`src/core/branch_pkg.sv`:
```
// Shared constants and types for the conditional branch unit.
// Assumes a core that presents one branch request per instruction slot.
package branch_pkg;

  // ==========================================================
  // Widths
  localparam int PC_W_DEF = 16;     // Program counter width, words
  localparam int K_W_DEF  = 7;      // Relative offset width

  // ==========================================================
  // Branch selector codes
  typedef enum logic [2:0] {
    branch_on_carry_clear  = 3'h0,
    branch_same_or_higher  = 3'h1,
    branch_lower           = 3'h2,
    branch_minus           = 3'h3,
    branch_plus            = 3'h4,
    branch_signed_ge       = 3'h5,
    branch_signed_lt       = 3'h6,
    branch_unused          = 3'h7
  } branch_op_t;

  // ==========================================================
  // Cycle counts per outcome
  localparam logic [1:0] CYC_NOT_TAKEN = 2'h1;
  localparam logic [1:0] CYC_TAKEN     = 2'h2;

  // Controller states, one-hot
  typedef enum logic [1:0] {
    st_idle = 2'h1,
    st_jump = 2'h2
  } branch_state_t;

endpackage

```
`src/core/conditional_branch_unit.sv`:
```
// Branch resolution for an 8-bit core: tests status flags and
// produces the next program counter for conditional relative branches.
// Assumes requests, flags and PC come from logic on mclk, so no
// synchronisers; the core holds off new requests while busy_q is high.
// The unit never writes a flag: the core's status register stays the
// only owner, and sreg_out_q is a plain echo for its write-back path.
// A request that arrives while busy_q is high is dropped, not queued;
// queueing would cost a buffer that the core has no use for.
module conditional_branch_unit
  import branch_pkg::*;
#(
  parameter int PC_W = PC_W_DEF,
  parameter int K_W  = K_W_DEF
)(
  input  wire logic              mclk,
  input  wire logic              srst,
  input  wire logic              req,
  input  wire branch_op_t        op,
  input  wire logic [K_W-1:0]    offset,
  input  wire logic [PC_W-1:0]   pc,
  input  wire logic [7:0]        sreg,
  input  wire logic              flag_c,
  input  wire logic              flag_n,
  input  wire logic              flag_v,
  output logic                   busy_q,
  output logic                   done_q,
  output logic                   taken_q,
  output logic                   illegal_q,
  output logic                   pc_load_q,
  output logic [PC_W-1:0]        pc_next_q,
  output logic [1:0]             cycles_q,
  output logic [7:0]             sreg_out_q
);

  // ==========================================================
  // Elaboration checks
  // The offset must be narrower than the PC so sign extension is real
  if (K_W < 2 || K_W >= PC_W) begin : g_bad_k
    $error("offset width must be 2 or more and below PC width");
  end
  if (PC_W > 32) begin : g_bad_pc
    $error("PC width above 32 is not supported");
  end
  // Cycle counts feed the core's stall logic; a taken branch must
  // report the longer count or the stall would release too early
  if (CYC_TAKEN <= CYC_NOT_TAKEN) begin : g_bad_cyc
    $error("taken cycle count must exceed the not-taken count");
  end

  // ==========================================================
  // Arithmetic helpers
  // Sign-extend the relative offset to the PC width
  // The top offset bit carries the sign; backward branches wrap
  function automatic logic [PC_W-1:0] sext(input logic [K_W-1:0] k);
    sext = {{(PC_W-K_W){k[K_W-1]}}, k};
  endfunction

  // Add a displacement and the one-word step; wraps like the PC does
  function automatic logic [PC_W-1:0] step(input logic [PC_W-1:0] base,
                                           input logic [PC_W-1:0] disp);
    logic [PC_W-1:0] one;
    one  = {{(PC_W-1){1'b0}}, 1'b1};
    step = base + disp + one;
  endfunction

  // ==========================================================
  // Condition evaluation
  logic take;
  logic legal;

  branch_cond_eval u_cond (
    .op     (op),
    .flag_c (flag_c),
    .flag_n (flag_n),
    .flag_v (flag_v),
    .take   (take),
    .legal  (legal)
  );

  // ==========================================================
  // Controller
  branch_state_t   state_q;
  branch_state_t   state_d;
  logic            accept;
  logic [PC_W-1:0] target_q;

  // Requests are only seen in idle; a request during the jump cycle
  // is dropped, since the core is stalled there anyway
  assign accept = req && (state_q == st_idle);

  // One decode of the outcomes, shared by every register below but the status echo, so
  // that the state, the target and the outputs can never disagree
  logic start_jump;
  logic finish_short;
  logic in_jump;

  // Taken: spend the extra cycle before the PC is loaded
  assign start_jump   = accept && legal && take;
  // Not taken, or an unused selector: done in a single cycle
  assign finish_short = accept && !(legal && take);
  // Second cycle of a taken branch
  assign in_jump      = (state_q == st_jump);

  // Next-state logic: a taken branch spends one extra cycle
  always_comb begin
    state_d = state_q;
    case (state_q)
      st_idle: begin
        if (start_jump) begin
          state_d = st_jump;
        end
      end
      st_jump: begin
        state_d = st_idle;
      end
      default: begin
        state_d = st_idle;
      end
    endcase
  end

  // State register
  always_ff @(posedge mclk) begin
    if (srst) begin
      state_q <= st_idle;
    end else begin
      state_q <= state_d;
    end
  end

  // Branch target held over into the jump cycle,
  // so the core need not hold pc and offset stable for two cycles
  always_ff @(posedge mclk) begin
    if (srst) begin
      target_q <= '0;
    end else if (start_jump) begin
      target_q <= step(pc, sext(offset));
    end
  end

  // ==========================================================
  // Outputs
  // Busy covers the second cycle of a taken branch only.
  // It mirrors the jump state, registered so the output comes from a
  // flip-flop and not from the next-state decode
  always_ff @(posedge mclk) begin
    if (srst) begin
      busy_q <= 1'b0;
    end else begin
      busy_q <= (state_d == st_jump);
    end
  end

  // Completion and unused-selector strobes, one cycle each, so the
  // core sees exactly one completion per accepted request
  always_ff @(posedge mclk) begin
    if (srst) begin
      done_q    <= 1'b0;
      illegal_q <= 1'b0;
    end else begin
      done_q    <= in_jump || finish_short;
      illegal_q <= finish_short && !legal;
    end
  end

  // Outcome and cycle count hold until the next completion, so the
  // core may read them late without a capture register of its own
  always_ff @(posedge mclk) begin
    if (srst) begin
      taken_q  <= 1'b0;
      cycles_q <= '0;
    end else if (in_jump) begin
      taken_q  <= 1'b1;
      cycles_q <= CYC_TAKEN;
    end else if (finish_short) begin
      taken_q  <= 1'b0;
      cycles_q <= CYC_NOT_TAKEN;
    end
  end

  // ==========================================================
  // Program counter
  // Not taken falls through to PC+1, so the core can load pc_next_q
  // on every pc_load_q pulse without an adder of its own.
  // The load pulse always coincides with done_q.
  always_ff @(posedge mclk) begin
    if (srst) begin
      pc_load_q <= 1'b0;
      pc_next_q <= '0;
    end else begin
      pc_load_q <= in_jump || finish_short;
      if (in_jump) begin
        pc_next_q <= target_q;
      end else if (finish_short) begin
        pc_next_q <= step(pc, '0);
      end
    end
  end

  // ==========================================================
  // Status echo
  // Captured at acceptance and never modified; a request refused in
  // the jump cycle cannot overwrite the byte of the branch in flight
  always_ff @(posedge mclk) begin
    if (srst) begin
      sreg_out_q <= '0;
    end else if (accept) begin
      sreg_out_q <= sreg;
    end
  end

endmodule

```
`src/core/branch_cond_eval.sv`:
```
// Condition test for the conditional relative branches.
// Pure combinational; the caller registers the result.
module branch_cond_eval
  import branch_pkg::*;
(
  input  wire branch_op_t op,
  input  wire logic       flag_c,
  input  wire logic       flag_n,
  input  wire logic       flag_v,
  output logic            take,
  output logic            legal
);

  // ==========================================================
  // Condition decode
  logic signed_lt;

  // Signed compare outcome is N xor V
  assign signed_lt = flag_n ^ flag_v;

  // One term per branch selector
  always_comb begin
    take  = 1'b0;
    legal = 1'b1;
    case (op)
      branch_on_carry_clear: take = ~flag_c;
      branch_same_or_higher: take = ~flag_c;
      branch_lower:          take = flag_c;
      branch_minus:          take = flag_n;
      branch_plus:           take = ~flag_n;
      branch_signed_ge:      take = ~signed_lt;
      branch_signed_lt:      take = signed_lt;
      default: begin
        take  = 1'b0;
        legal = 1'b0;
      end
    endcase
  end

endmodule

```
`config.mk`:
```
export PLATFORM = sky130hd
export DESIGN_NAME = conditional_branch_unit
export DESIGN_NICKNAME = d
export VERILOG_FILES = /design/src/core/branch_pkg.sv /design/src/core/conditional_branch_unit.sv /design/src/core/branch_cond_eval.sv
export SDC_FILE = /design/constraint.sdc
export NUM_CORES = 1
export LEC_CHECK = 0
export ABC_CLOCK_PERIOD_IN_PS = 4700
export BUFFER_PORTS_ARGS = -buffer_cell sky130_fd_sc_hd__buf_2
export CELL_PAD_IN_SITES_DETAIL_PLACEMENT = 1
export CELL_PAD_IN_SITES_GLOBAL_PLACEMENT = 1
export CORE_MARGIN = 1
export CORE_UTILIZATION = 25
export CTS_CLUSTER_SIZE = 24
export DETAILED_ROUTE_END_ITERATION = 6
export PLACE_DENSITY = 0.55
export REMOVE_ABC_BUFFERS = 1
export SYNTH_ARGS = -nofsm -noshare
export SYNTH_HDL_FRONTEND = slang
export SYNTH_SLANG_ARGS = --single-unit
```
`constraint.sdc`:
```
create_clock -name mclk -period 4.7 [get_ports mclk]
set_input_delay 0.47 -clock mclk [delete_from_list [all_inputs] [get_ports mclk]]
set_output_delay 0.47 -clock mclk [all_outputs]
set_load 0.02 [all_outputs]
```
# Yosys cells after proc, flatten, opt, wreduce, memory -nomap -nowiden

Index checks and enable logic that the tools add are counted.

Bitwise gates (word level): 4
Reductions and logical operators: 14
Multiplexer cells: 10
Add/subtract/negate cells: 3
Equality and inequality tests: 9

Operator list:

| cell                  | number |
|---|---|
| $add 16x1->16 const B | 2 |
| $mux 16               | 2 |
| $add 16x16->16        | 1 |
| $eq 3x3->1 const B    | 3 |
| $mux 2                | 4 |
| $reduce_or 7->1       | 1 |
| $eq 3x2->1 const B    | 2 |
| $logic_and 1x1->1     | 6 |
| $pmux 1 s6            | 1 |
| $eq 2x2->1 const B    | 2 |
| $reduce_or 2->1       | 2 |
| $eq 3x1->1 const B    | 1 |
| $logic_not 3->1       | 1 |
| $mux 1                | 3 |
| $not 1->1             | 3 |
| $eq 2x1->1 const B    | 1 |
| $logic_not 1->1       | 2 |
| $reduce_bool 2->1     | 1 |
| $logic_or 1x1->1      | 1 |
| $xor 1x1->1           | 1 |

Output and inout bits: 31
Logic and storage cells: 50
Input bits: 40
Register bits: 48

# Depth between registers and ports, before layout

Gate-level depths: netlist of the first run.

Depth after elaboration: 8
Depth in mapped cells: 10
Mapped depth without buffers: 10

# Hierarchy

Synthesis of the first run repeated with hierarchy kept, for this count alone.

Cell total of the unflattened synthesis: 328
Area total of the unflattened synthesis: 2676.3 µm²

By module, submodules not included:

| module                  | area each (µm²) | times used | cells an instance | seq. area each (µm²) |
|---|---|---|---|---|
| conditional_branch_unit | 2598.7          | 1          | 319               | 940.9 |
| branch_cond_eval        | 77.6            | 1          | 9                 | 0.0 |

# Worst setup path before layout of the first run

No wires, ideal clock.

Path type: input -> register
From: input offset[0]
To: register target_q[14]
Required time: 4578 ps
Cell stages on the path: 10
Library setup time: 122 ps
Arrival: 2226 ps
Setup slack: 2352 ps
Buffers on the path: 0
Path through: inv_1 ha_1 inv_1 fa_1 a21o_1 a221oi_1 o211a_1 o31ai_1 xnor2_1 o21ai_0

Word-level cells in the longest chain between the ends: 2

RTL lines:

| what                 | line                           | RTL |
|---|---|---|
| start, declared      | conditional_branch_unit.sv:19  | `input wire logic [K_W-1:0] offset,` |
| $add 16x16->16       | conditional_branch_unit.sv:63  | `step = base + disp + one;` |
| $add 16x1->16        | conditional_branch_unit.sv:63  |  |
| end signal, assigned | conditional_branch_unit.sv:137 | `target_q <= step(pc, sext(offset));` |
| end, declared        | conditional_branch_unit.sv:85  | `logic [PC_W-1:0] target_q;` |

Every way passes these cells.
A chain may end at the register's enable or synchronous reset.

# Worst setup path in the final report of the first run

From: input pc[0]
To: register target_q[12]

Word-level cells in the longest chain between the ends: 2

RTL lines:

| what            | line                          | RTL |
|---|---|---|
| start, declared | conditional_branch_unit.sv:20 | `input wire logic [PC_W-1:0] pc,` |
| $add 16x16->16  | conditional_branch_unit.sv:63 |  |
| $add 16x1->16   | conditional_branch_unit.sv:63 |  |

Every way passes these cells.

==> results of run 1 <==
==> layout by cell type (no fill, tap or decap), drive strengths merged, types with 3 or more instances in the layout <==
cell type  Yosys  final
xnor2         16     16
a21oi         42     42
a211oi         3      3
buf            8     73
o21ai         13     13
clkbuf         8      6
nand2b         3      3
xor2          11     11
and3           3      3
a31oi          3      3
o211ai         3      3
nor3           7      7
a21o           3      3
a22oi         12     12
nand3b         7      7
nand4          4      4
dfxtp         47     47
nor2          22     22
nand3          8      8
o31ai          3      3
ha            16     16
inv            8      8
nand2         52     52
==> metal layers <==
metal | wire [µm] | vias up | GRT usage | part of all wire
met1 | 3930 | 1184 | 0.195 | 0.49
met2 | 3700 | 45 | 0.250 | 0.46
met3 | 240 | 5 | 0.0227 | 0.030
met5 | 0 | - | 0 | 0
met4 | 82 | 0 | 0.0417 | 0.010
li1 | - | 1301 | - | -
==> worst register-to-register path, stage by stage (launching register included) <==
cell	delay (ns)
sky130_fd_sc_hd__dfxtp_1	0.37
sky130_fd_sc_hd__and3b_1	0.32
sky130_fd_sc_hd__o311a_1	0.21
sky130_fd_sc_hd__a31oi_2	0.86
sky130_fd_sc_hd__nor3_1	0.09
sky130_fd_sc_hd__nand2_1	0.11
sky130_fd_sc_hd__o311ai_0	0.11
==> through the flow <==
stage               std cells  total power, W  worst slack [ns]
CTS                       532        0.000985              2.23
global placement          524        0.000716              1.94
finish                    532        0.000973              2.26
global route              532         0.00104              2.08
floorplan                 315        0.000619              2.29
detailed placement        524        0.000719              1.91
==> synth_stat cells (3+ instances only) <==
| cell | count | area share |
|---|---|---|
| sky130_fd_sc_hd__o31ai_1 | 3 | 0.0083 |
| sky130_fd_sc_hd__nand3_1 | 8 | 0.015 |
| sky130_fd_sc_hd__and3_1 | 3 | 0.0069 |
| sky130_fd_sc_hd__nand4_1 | 4 | 0.0092 |
| sky130_fd_sc_hd__o211ai_1 | 3 | 0.0083 |
| sky130_fd_sc_hd__nor3_1 | 7 | 0.013 |
| sky130_fd_sc_hd__nand2_1 | 52 | 0.072 |
| sky130_fd_sc_hd__o21ai_0 | 12 | 0.022 |
| sky130_fd_sc_hd__a22oi_1 | 12 | 0.033 |
| sky130_fd_sc_hd__ha_1 | 16 | 0.074 |
| sky130_fd_sc_hd__buf_4 | 4 | 0.011 |
| sky130_fd_sc_hd__xnor2_1 | 16 | 0.052 |
| sky130_fd_sc_hd__inv_1 | 8 | 0.011 |
| sky130_fd_sc_hd__buf_2 | 4 | 0.0074 |
| sky130_fd_sc_hd__nand3b_1 | 7 | 0.019 |
| sky130_fd_sc_hd__a21oi_1 | 42 | 0.078 |
| sky130_fd_sc_hd__nand2b_1 | 3 | 0.0069 |
| sky130_fd_sc_hd__xor2_1 | 11 | 0.036 |
| sky130_fd_sc_hd__clkbuf_1 | 8 | 0.011 |
| sky130_fd_sc_hd__a21o_1 | 3 | 0.0083 |
| sky130_fd_sc_hd__dfxtp_1 | 47 | 0.35 |
| sky130_fd_sc_hd__nor2_1 | 22 | 0.030 |
| sky130_fd_sc_hd__a211oi_1 | 3 | 0.0083 |
==> area by class of cell <==
type | count | area, µm² | share of cell area
clock buffer | 6 | 82.6 | 0.0252
clock inverter | 2 | 16.3 | 0.00497
inverter | 8 | 30.0 | 0.00917
multi-input combinational | 260 | 1660 | 0.507
sequential | 47 | 941 | 0.287
tap | 136 | 170 | 0.0520
timing repair buffer | 73 | 373 | 0.114
==> final timing paths <==
path	slack [ns]	end	cells past startpoint	from
max	2.26	target_q[12]$_SDFFE_PP0P_	11	pc[0]
min	0.39	sreg_out_q[4]$_SDFFE_PP0P_	3	sreg[4]
max reg2reg	2.47	target_q[13]$_SDFFE_PP0P_	6	state_q[1]$_SDFF_PP0_
min reg2reg	0.46	sreg_out_q[1]$_SDFFE_PP0P_	2	sreg_out_q[1]$_SDFFE_PP0P_
==> flip-flops by register name, indices dropped and copies added, names as in the netlist <==
register,flops
cycles_q,1
pc_next_q,16
illegal_q,1
sreg_out_q,8
pc_load_q,1
target_q,16
state_q,2
taken_q,1
busy_q,1
==> logic make-up (layout without fill, tap and decap cells) <==
logic type,after synthesis,count (layout),synth area share
mux,3,3,0.0115
flops,47,47,0.347
xor+xnor,27,27,0.0872
buf+inv,24,89,0.0406
compound gates,95,95,0.225
fa+ha+maj,17,17,0.0812
simple gates,118,118,0.208
==> power groups by stage <==
stage	registers (W)	clock network, W	logic (W)
global placement	0.000454	0	0.000262
CTS	0.000446	0.000274	0.000265
detailed placement	0.000455	0	0.000264
global route	0.000450	0.000296	0.000293
floorplan	0.000472	0	0.000147
finish	0.000445	0.000266	0.000261
==> results.toml, run 1 <==
[run_status]
result_of_the_run = "finished, final reports clean"

[setup_path]
critPathArrivalTime_ns = 2.68
worstSetupEndpointType = "flip-flop"
critical_path.top_delay_family = "compound AO/OA/AOI/OAI gates"
critPathBufInv = 3
startpoint_type = "input port"
cp_slowest_stage_delay_ns = 0.51
worst_path_max_delay_cell = "sky130_fd_sc_hd__a221oi_1"
crit_path_top_cell_by_count = "sky130_fd_sc_hd__inv_1"
timing.critical_path.required_ns = 4.94
path_max_fanout = 5
cp_cell_sequence = "buf_2 > inv_1 > ha_1 > inv_1 > fa_1 > a21o_1 > a221oi_1 > o211a_1 > o21a_1 > o21ai_0 > a21oi_1"
setup.worst_path.class = "in -> reg"

[pwr]
power.combinational.fraction = 0.269
power.leakage_nw = 1.39
share_seq_of_total_power = 0.458
power_density_mw_per_mm2 = 297
max-vdd-ir-drop_mv = 0.0927
clockPowerShare = 0.273
internal_power_w = 0.000652
netSwitchingPower_w = 0.000320
power_switching_share = 0.329

[placement]
placedInstanceArea_mm2 = 0.00317
gpl.final_weighted_congestion = 0.768
port_buffers = 70
post-dp-hpwl_um = 6160

[grt]
grt_pass1_vias = 2631
grt_first_pass_wirelength_um = 13200
globalRouteOverflowTotal = 0
grt_max_degree = 28
grt.total_usage = 0.148
antenna_found_initial = 0

[routing]
count_of_tritonroute_iterations_in_the_first_routing_pass = 4
routed_via_density = 4.77
route.detailed.wl_per_inst_um = 14.9
first_iter_violations = 91
ant_nets = 0
overall_via_count_from_detail_route = 2535
route.final.wire_length_um = 7950
remaining_drc_errors = 0

[sta]
timing_worst_slew_pin_value_ns = 1.10
finClkSkew_ns = 0.00571
hold_viol = 0
report.final.slew_viol_count = 0
grt_setup_unrepaired = "false"
period_minus_slack_ns = 2.44
final_min_period_over_clock_period = 0.520
tns_ns = 0
fin_hold_ws_ns = 0.390
max_clock_freq_ghz = 0.409
finalSetupViolCount = 0
max-slew-margin-rel = 0.267

[die]
fp.dieW_um = 106
ioPinCount = 71
num_rows = 37
core_area_mm2 = 0.0104
initial_utilization = 0.260
die_area_mm2 = 0.0113
die_y_um = 106

[clock_network]
max-clock-path-buffers = 2
ctsResizeCount = 0
number_of_clock_buffers_inserted_by_tritoncts = 5
postCtsSetupBuffers = 0
tritoncts = "built"
sinks_on_the_clock_net = 47
cts.hold.buffers_added = 0
clkSlewWorstSetupHoldPaths_ns = 0.09
clock_insertion_delay_at_the_later_pin_of_the_skew_report_ns = 0.30
cts-root-buf = "sky130_fd_sc_hd__clkbuf_8"
ctsHtreeMaxLevel = 2

[cells_and_area]
core_occupancy_in_the_finished_layout = 0.314
insertedDiodeCount = 0
areaGrowthSynthToFinish_pct = 20.7
post-route-cell-area_mm2 = 0.00327
final_layout_size_suffix_gt1_frac = 0.227
filler_cell_count = 1279
nNetsFinal = 452

[yosys]
yosys.cell_types.count = 48
synth_flop_cell = "sky130_fd_sc_hd__dfxtp_1"
post_synth.cell_area_avg_um2 = 8.19
number_of_synthesized_flops_with_an_enable_pin = 0
synth.yosys.seq_area_share = 0.347
synth.cell_area_mm2 = 0.00271
postSynthRegisterBits = 47
synth-async-reset-ratio = 0
synthCells = 331
synthesis.yosys.warnings = 0

[job]
max_cap_viol_count = 0

[worst_hold_path]
worst_hold_path_type = "in -> reg"
Power figures use the tool's default switching activity.
==> run 2: changes to the inputs <==
--- a/config.mk
+++ b/config.mk
@@ -5,7 +5,8 @@
 export SDC_FILE = /design/constraint.sdc
 export NUM_CORES = 1
 export LEC_CHECK = 0
-export ABC_CLOCK_PERIOD_IN_PS = 4700
+export ABC_AREA = 1
+export ABC_CLOCK_PERIOD_IN_PS = 2100
 export BUFFER_PORTS_ARGS = -buffer_cell sky130_fd_sc_hd__buf_2
 export CELL_PAD_IN_SITES_DETAIL_PLACEMENT = 1
 export CELL_PAD_IN_SITES_GLOBAL_PLACEMENT = 1
@@ -13,7 +14,7 @@
 export CORE_UTILIZATION = 25
 export CTS_CLUSTER_SIZE = 24
 export DETAILED_ROUTE_END_ITERATION = 6
-export PLACE_DENSITY = 0.55
+export PLACE_DENSITY = 0.59
 export REMOVE_ABC_BUFFERS = 1
 export SYNTH_ARGS = -nofsm -noshare
 export SYNTH_HDL_FRONTEND = slang
==> constraint.sdc (replaced) <==
create_clock -name mclk -period 2.1 [get_ports mclk]
set_input_delay 0.21 -clock mclk [delete_from_list [all_inputs] [get_ports mclk]]
set_output_delay 0.21 -clock mclk [all_outputs]
set_load 0.02 [all_outputs]
==> run 2 against run 1 <==
Clock skew is 0.0016 ns lower. Count of clock-buffer cells in the layout stayed put. Sequential share of layout area is 4.3 points lower. Final area is 17% higher. Via count is 30% higher. Largest cell class unchanged.
==> results.toml, run 2 <==
[yosys]
yosysTopAreaCell = "sky130_fd_sc_hd__dfxtp_1"
synth_top_area_frac = 0.298
synth.yosys.seq_area_share = 0.298
netlist_top_cells_area = "sky130_fd_sc_hd__dfxtp_1 30%, sky130_fd_sc_hd__nand2_1 19%, sky130_fd_sc_hd__nor2_1 8.3%"
synth_most_common_cell = "sky130_fd_sc_hd__nand2_1"
number_of_synthesized_flops_with_an_enable_pin = 0
synth.cell_area_mm2 = 0.00316
yosys.cell_types.count = 29
synth-async-reset-ratio = 0
synthesis.yosys.warnings = 0
synth_flop_cell = "sky130_fd_sc_hd__dfxtp_1"
synthCells = 506
post_synth.cell_area_avg_um2 = 6.24
post_synth_most_frequent_cells = "159 x sky130_fd_sc_hd__nand2_1, 70 x sky130_fd_sc_hd__nor2_1, 54 x sky130_fd_sc_hd__inv_1"
postSynthRegisterBits = 47

[pwr]
max-vdd-ir-drop_mv = 0.380
power_density_mw_per_mm2 = 685
netSwitchingPower_w = 0.000833
clockPowerShare = 0.356
share_seq_of_total_power = 0.383
internal_power_w = 0.00180
power.leakage_nw = 2.01
power_switching_share = 0.317
power.combinational.fraction = 0.260

[clock_network]
number_of_clock_buffers_inserted_by_tritoncts = 5
max-clock-path-buffers = 2
clock_insertion_delay_at_the_later_pin_of_the_skew_report_ns = 0.29
tritoncts = "built"
ctsHtreeMaxLevel = 2
cts.hold.buffers_added = 0
sinks_on_the_clock_net = 47
ctsResizeCount = 0
clkSlewWorstSetupHoldPaths_ns = 0.06
postCtsSetupBuffers = 0
cts-root-buf = "sky130_fd_sc_hd__clkbuf_16"

[setup_path]
path_max_fanout = 19
timing.critical_path.required_ns = 2.31
ff2ff_path_depth = 7
r2r_setup_slack_ns = 0.49
reg2reg_start = "state_q[0]$_SDFF_PP1_"
crit_path_start = "state_q[0]$_SDFF_PP1_"
startpoint_type = "flip-flop"
setup.worst_path.class = "reg -> reg"
worstSetupEndpointType = "flip-flop"
critPathArrivalTime_ns = 1.82
crit-reg2reg-capture = "pc_next_q[4]$_SDFFE_PP0P_"

[sta]
finClkSkew_ns = 0.00408
report.final.slew_viol_count = 0
timing_worst_slew_pin_value_ns = 0.493
final_min_period_over_clock_period = 0.768
max-slew-margin-rel = 0.671
tns_ns = 0
grt_setup_unrepaired = "false"
finalSetupViolCount = 0
hold_viol = 0
max_clock_freq_ghz = 0.620
period_minus_slack_ns = 1.61

[cells_and_area]
register_area_um2 = 941
areaGrowthSynthToFinish_pct = 21.6
total_area_of_multi_input_combinational_cells_mm2 = 0.00191
final_layout_size_suffix_gt1_frac = 0.169
core_occupancy_in_the_finished_layout = 0.316
nNetsFinal = 631
final_common_cell = "sky130_fd_sc_hd__nand2_1"
biggestRegsByFlops = "pc_next_q (16), target_q (16), sreg_out_q (8)"
layout_common_cells = "159 x sky130_fd_sc_hd__nand2_1, 70 x sky130_fd_sc_hd__nor2_1, 70 x sky130_fd_sc_hd__buf_2"
filler_cell_count = 1616
fin_cells = 743
insertedDiodeCount = 0

[routing]
met2_length_um = 4460
remaining_drc_errors = 0
route.detailed.wl_per_inst_um = 13.3
uppermost_routed_layer = "met4"
route.final.wire_length_um = 9910
overall_via_count_from_detail_route = 3286
routed_metal_1_wire_length_um = 5070
route.met3.wl_um = 263
ant_nets = 0
first_iter_violations = 96
count_of_tritonroute_iterations_in_the_first_routing_pass = 4
routed_via_density = 4.42

[die]
fp.dieW_um = 114
initial_utilization = 0.260
ioPinCount = 71
die_y_um = 114
die_area_mm2 = 0.0131
num_rows = 40
core_area_mm2 = 0.0122

[grt]
grt_max_degree = 28
globalRouteOverflowTotal = 0
grt_pass1_vias = 3398
grt.total_usage = 0.165
antenna_found_initial = 0
grt_first_pass_wirelength_um = 16900

[job]
max_cap_viol_count = 0

[placement]
numPlacedInstances = 735
port_buffers = 70
gpl.final_weighted_congestion = 0.806
post-dp-hpwl_um = 7980

[worst_hold_path]
min_delay_worst_endpoint = "sreg_out_q[2]$_SDFFE_PP0P_"
timing.hold.worst_path_depth = 3
worst_hold_path_type = "in -> reg"
worstHoldStart = "sreg[2]"

[run_status]
result_of_the_run = "finished, final reports clean"
## run 2: cell count changes after synthesis, moves of 4 or more
cell / before / now
sky130_fd_sc_hd__a21oi_1: 42 / 30
sky130_fd_sc_hd__a22oi_1: 12 / 0
sky130_fd_sc_hd__buf_2: 4 / 0
sky130_fd_sc_hd__inv_1: 8 / 54
sky130_fd_sc_hd__nand2_1: 52 / 159
sky130_fd_sc_hd__nand3_1: 8 / 42
sky130_fd_sc_hd__nor2_1: 22 / 70
sky130_fd_sc_hd__o21ai_0: 12 / 25
sky130_fd_sc_hd__xnor2_1: 16 / 6
sky130_fd_sc_hd__xor2_1: 11 / 7
## run 2: cell type report
class | count | share of cell area
clock buffers | 6 | 0.0362
flip-flops and latches | 47 | 0.245
clock inverters | 2 | 0.00912
well taps | 168 | 0.0547
repair buffers | 75 | 0.101
multi-input cells | 387 | 0.497
inverters | 58 | 0.0573
## run 2: worst max-delay path, cell delays in order (launching register included)
cell	delay, ns
sky130_fd_sc_hd__dfxtp_1	0.37
sky130_fd_sc_hd__nand2_1	0.08
sky130_fd_sc_hd__nor2_2	0.08
sky130_fd_sc_hd__buf_4	0.19
sky130_fd_sc_hd__nand4_4	0.33
sky130_fd_sc_hd__nand2_4	0.27
sky130_fd_sc_hd__nor2_1	0.07
sky130_fd_sc_hd__nor3_1	0.14
## run 2: power by group through the flow
stage	Combinational, W	Clock, W	Sequential [W]
2_1_floorplan	0.000398	0	0.00107
3_3_place_gp	0.000680	0	0.00103
3_5_place_dp	0.000691	0	0.00103
4_1_cts	0.000695	0.000967	0.00101
5_1_grt	0.000788	0.00100	0.00102
6_report	0.000685	0.000938	0.00101
## run 2: cells by family (layout without fill, tap and decap cells)
group | count (synthesis) | after routing | share of synthesized area
compound gates | 61 | 61 | 0.0998
fa+ha+maj | 17 | 17 | 0.0697
simple gates | 296 | 296 | 0.398
xor+xnor | 13 | 13 | 0.0360
buf+inv | 72 | 141 | 0.0982
flops | 47 | 47 | 0.298
## run 2: per-stage QoR
step	hold slack (ns)	area, µm²	total power [W]	worst slack [ns]
after floorplan	0.279	3070	0.00147	0.567
after global placement	0.436	3670	0.00171	0.262
after detailed placement	0.443	3670	0.00172	0.271
after CTS	0.138	3840	0.00267	0.452
after global routing	0.155	3840	0.00281	0.269
final	0.143	3840	0.00263	0.487
## run 2: worst max path at each step
stage | endpoint | slack, ns
floorplan | target_q[14]$_SDFFE_PP0P_ | 0.57
global placement | target_q[8]$_SDFFE_PP0P_ | 0.26
detailed placement | target_q[10]$_SDFFE_PP0P_ | 0.27
CTS | pc_next_q[12]$_SDFFE_PP0P_ | 0.45
global route | pc_next_q[4]$_SDFFE_PP0P_ | 0.27
finish | pc_next_q[4]$_SDFFE_PP0P_ | 0.49
## run 2: routing by layer
metal	vias up	GRT usage
li1	1733	-
met1	1503	0.220
met2	42	0.278
met3	8	0.0233
met4	0	0.0468
met5	-	0
==> run 3: changes to the inputs <==
--- a/config.mk
+++ b/config.mk
@@ -6,7 +6,7 @@
 export NUM_CORES = 1
 export LEC_CHECK = 0
 export ABC_AREA = 1
-export ABC_CLOCK_PERIOD_IN_PS = 2100
+export ABC_CLOCK_PERIOD_IN_PS = 1600
 export BUFFER_PORTS_ARGS = -buffer_cell sky130_fd_sc_hd__buf_2
 export CELL_PAD_IN_SITES_DETAIL_PLACEMENT = 1
 export CELL_PAD_IN_SITES_GLOBAL_PLACEMENT = 1
@@ -14,7 +14,7 @@
 export CORE_UTILIZATION = 25
 export CTS_CLUSTER_SIZE = 24
 export DETAILED_ROUTE_END_ITERATION = 6
-export PLACE_DENSITY = 0.59
+export PLACE_DENSITY = 0.56
 export REMOVE_ABC_BUFFERS = 1
 export SYNTH_ARGS = -nofsm -noshare
 export SYNTH_HDL_FRONTEND = slang
==> constraint.sdc (replaced) <==
create_clock -name mclk -period 1.6 [get_ports mclk]
set_input_delay 0.16 -clock mclk [delete_from_list [all_inputs] [get_ports mclk]]
set_output_delay 0.16 -clock mclk [all_outputs]
set_load 0.02 [all_outputs]
==> run 3 against run 2 <==
First-iteration DRC count increased by 26%. Global-route usage rose by 0.24 points. Clock power is 8% higher. Core utilization rose by 1.4 points. Worst hold slack got worse by 0.053 ns. Power rose by 26%. Critical endpoint is now target_q[14]$_SDFFE_PP0P_. Critical path type is now in -> reg. Final area up 4.5%. Count of clock-buffer cells in the layout rose by 1. Wire length rose by 2.4%. Combinational power rose by 43%.
==> results.toml, run 3 (same netlist as run 2, synthesis figures left out) <==
[run_status]
result_of_the_run = "finished, final reports clean"

[sta]
finalSetupViolCount = 0
finClkSkew_ns = 0.00404
max_clock_freq_ghz = 0.696
max-slew-margin-rel = 0.653
timing_worst_slew_pin_value_ns = 0.520
hold_viol = 0
postLayoutSetupSlackWorst_ns = 0.163
period_minus_slack_ns = 1.44
report.final.slew_viol_count = 0
grt_setup_unrepaired = "false"
final_min_period_over_clock_period = 0.898
tns_ns = 0

[pwr]
power.combinational.fraction = 0.295
max-vdd-ir-drop_mv = 0.325
power_switching_share = 0.329
internal_power_w = 0.00223
power_density_mw_per_mm2 = 826
power.leakage_nw = 2.12
total_power_w = 0.00332
share_seq_of_total_power = 0.399
netSwitchingPower_w = 0.00109
clockPowerShare = 0.305

[setup_path]
critical_path.top_delay_family = "simple AND/OR/NAND/NOR gates"
critPathBufInv = 3
r2r_setup_slack_ns = 0.17
crit_path_top_cell_by_count = "sky130_fd_sc_hd__nand2_1"
worstSetupEndpointType = "flip-flop"
setup.worst_path.class = "in -> reg"
path_max_fanout = 4
cp_cell_sequence = "buf_2 > inv_1 > ha_1 > inv_1 > fa_1 > nand3_1 > nand2_2 > nand2_1 > nand2_1 > nand2_1 > a21oi_1 > nor2_1 > nor2_1"
worst_path_max_delay_cell = "sky130_fd_sc_hd__fa_1"
timing.critical_path.required_ns = 1.78
startpoint_type = "input port"
critPathArrivalTime_ns = 1.62
cp_slowest_stage_delay_ns = 0.39

[die]
ioPinCount = 71
die_area_mm2 = 0.0131
core_area_mm2 = 0.0122
num_rows = 40
die_y_um = 114
fp.dieW_um = 114
initial_utilization = 0.260

[routing]
overall_via_count_from_detail_route = 3441
ant_nets = 0
route.final.wire_length_um = 10200
routed_via_density = 4.47
remaining_drc_errors = 0
route.detailed.wl_per_inst_um = 13.2
count_of_tritonroute_iterations_in_the_first_routing_pass = 4
first_iter_violations = 121

[worst_hold_path]
worst_hold_path_type = "in -> reg"

[clock_network]
tritoncts = "built"
cts.hold.buffers_added = 0
cts-root-buf = "sky130_fd_sc_hd__clkbuf_16"
max-clock-path-buffers = 2
ctsHtreeMaxLevel = 2
number_of_clock_buffers_inserted_by_tritoncts = 5
clkSlewWorstSetupHoldPaths_ns = 0.06
sinks_on_the_clock_net = 47
clock_insertion_delay_at_the_later_pin_of_the_skew_report_ns = 0.29

[grt]
grt_first_pass_wirelength_um = 17100
grt_max_degree = 33
globalRouteOverflowTotal = 0
grt.total_usage = 0.168
grt_pass1_vias = 3497
antenna_found_initial = 0

[cells_and_area]
insertedDiodeCount = 0
post-route-cell-area_mm2 = 0.00401
total_area_of_multi_input_combinational_cells_mm2 = 0.00191
biggestRegsByFlops = "pc_next_q (16), target_q (16), sreg_out_q (8)"
fin_cells = 770
layout_common_cells = "158 x sky130_fd_sc_hd__nand2_1, 70 x sky130_fd_sc_hd__nor2_1, 70 x sky130_fd_sc_hd__buf_2"
final_layout_size_suffix_gt1_frac = 0.206
filler_cell_count = 1594
areaGrowthSynthToFinish_pct = 27.0
final_common_cell = "sky130_fd_sc_hd__nand2_1"
register_area_um2 = 941
nNetsFinal = 658

[placement]
port_buffers = 70
gpl.final_weighted_congestion = 0.839
placedInstanceArea_mm2 = 0.00387
post-dp-hpwl_um = 8120
numPlacedInstances = 762
preCtsSetupSlack_ns = -0.160

[job]
max_cap_viol_count = 0
[run 3: changes by cell type in the layout (fill, tap and decap cells not counted), sizes merged]
| cell | delta |
|---|---|
| clkbuf | +1 |
| bufinv | -1 |
| buf | +27 |
[run 3: path summary, 6_finish.rpt]
check	startpoint	end	cells after the start
worst min register to register	target_q[3]$_SDFFE_PP0P_	target_q[3]$_SDFFE_PP0P_	2
worst max-delay path	pc[0]	target_q[14]$_SDFFE_PP0P_	13
worst max register to register	state_q[0]$_SDFF_PP1_	pc_next_q[4]$_SDFFE_PP0P_	7
worst min-delay path	sreg[0]	sreg_out_q[0]$_SDFFE_PP0P_	3
[run 3: timing repair]
item	4_1_cts	5_1_grt
setup endpoints to repair	0	3
setup buffers	0	0
resized for setup	0	2
[run 3: layout make-up]
type / count / area share
multi-input combinational: 387 / 0.477
sequential: 47 / 0.234
timing repair buffer: 102 / 0.147
inverter: 58 / 0.0549
tap: 168 / 0.0524
clock buffer: 7 / 0.0330
clock inverter: 1 / 0.00125
[run 3: per-layer routing]
metal  vias to the layer above  wire (µm)  track usage
met3                        10        336       0.0196
met2                        60       4730        0.293
li1                       1792          -            -
met1                      1579       4920        0.214
met5                         -          0            0
met4                         0        164       0.0519
[run 3: power by group through the flow]
stage | clock network, W | registers, W | logic (W)
2_1_floorplan | 0 | 0.00141 | 0.000522
3_3_place_gp | 0 | 0.00135 | 0.000971
3_5_place_dp | 0 | 0.00135 | 0.000989
4_1_cts | 0.00106 | 0.00133 | 0.000994
5_1_grt | 0.00110 | 0.00134 | 0.00111
6_report | 0.00101 | 0.00132 | 0.000978
[run 3: stage by stage]
stage | hold WS [ns] | utilization
6_report | 0.0902 | 0.330
5_1_grt | 0.0927 | 0.330
4_1_cts | 0.0845 | 0.330
3_5_place_dp | 0.392 | 0.318
3_3_place_gp | 0.383 | 0.318
2_1_floorplan | 0.229 | -
[run 3: worst register-to-register path: stages, from the launching register on]
cell and delay, ns:
sky130_fd_sc_hd__dfxtp_1 0.37, sky130_fd_sc_hd__nand2_1 0.08, sky130_fd_sc_hd__nor2_2 0.07, sky130_fd_sc_hd__buf_4 0.20, sky130_fd_sc_hd__nand4_4 0.17, sky130_fd_sc_hd__buf_4 0.24
sky130_fd_sc_hd__nor2_1 0.13, sky130_fd_sc_hd__nor3_1 0.06
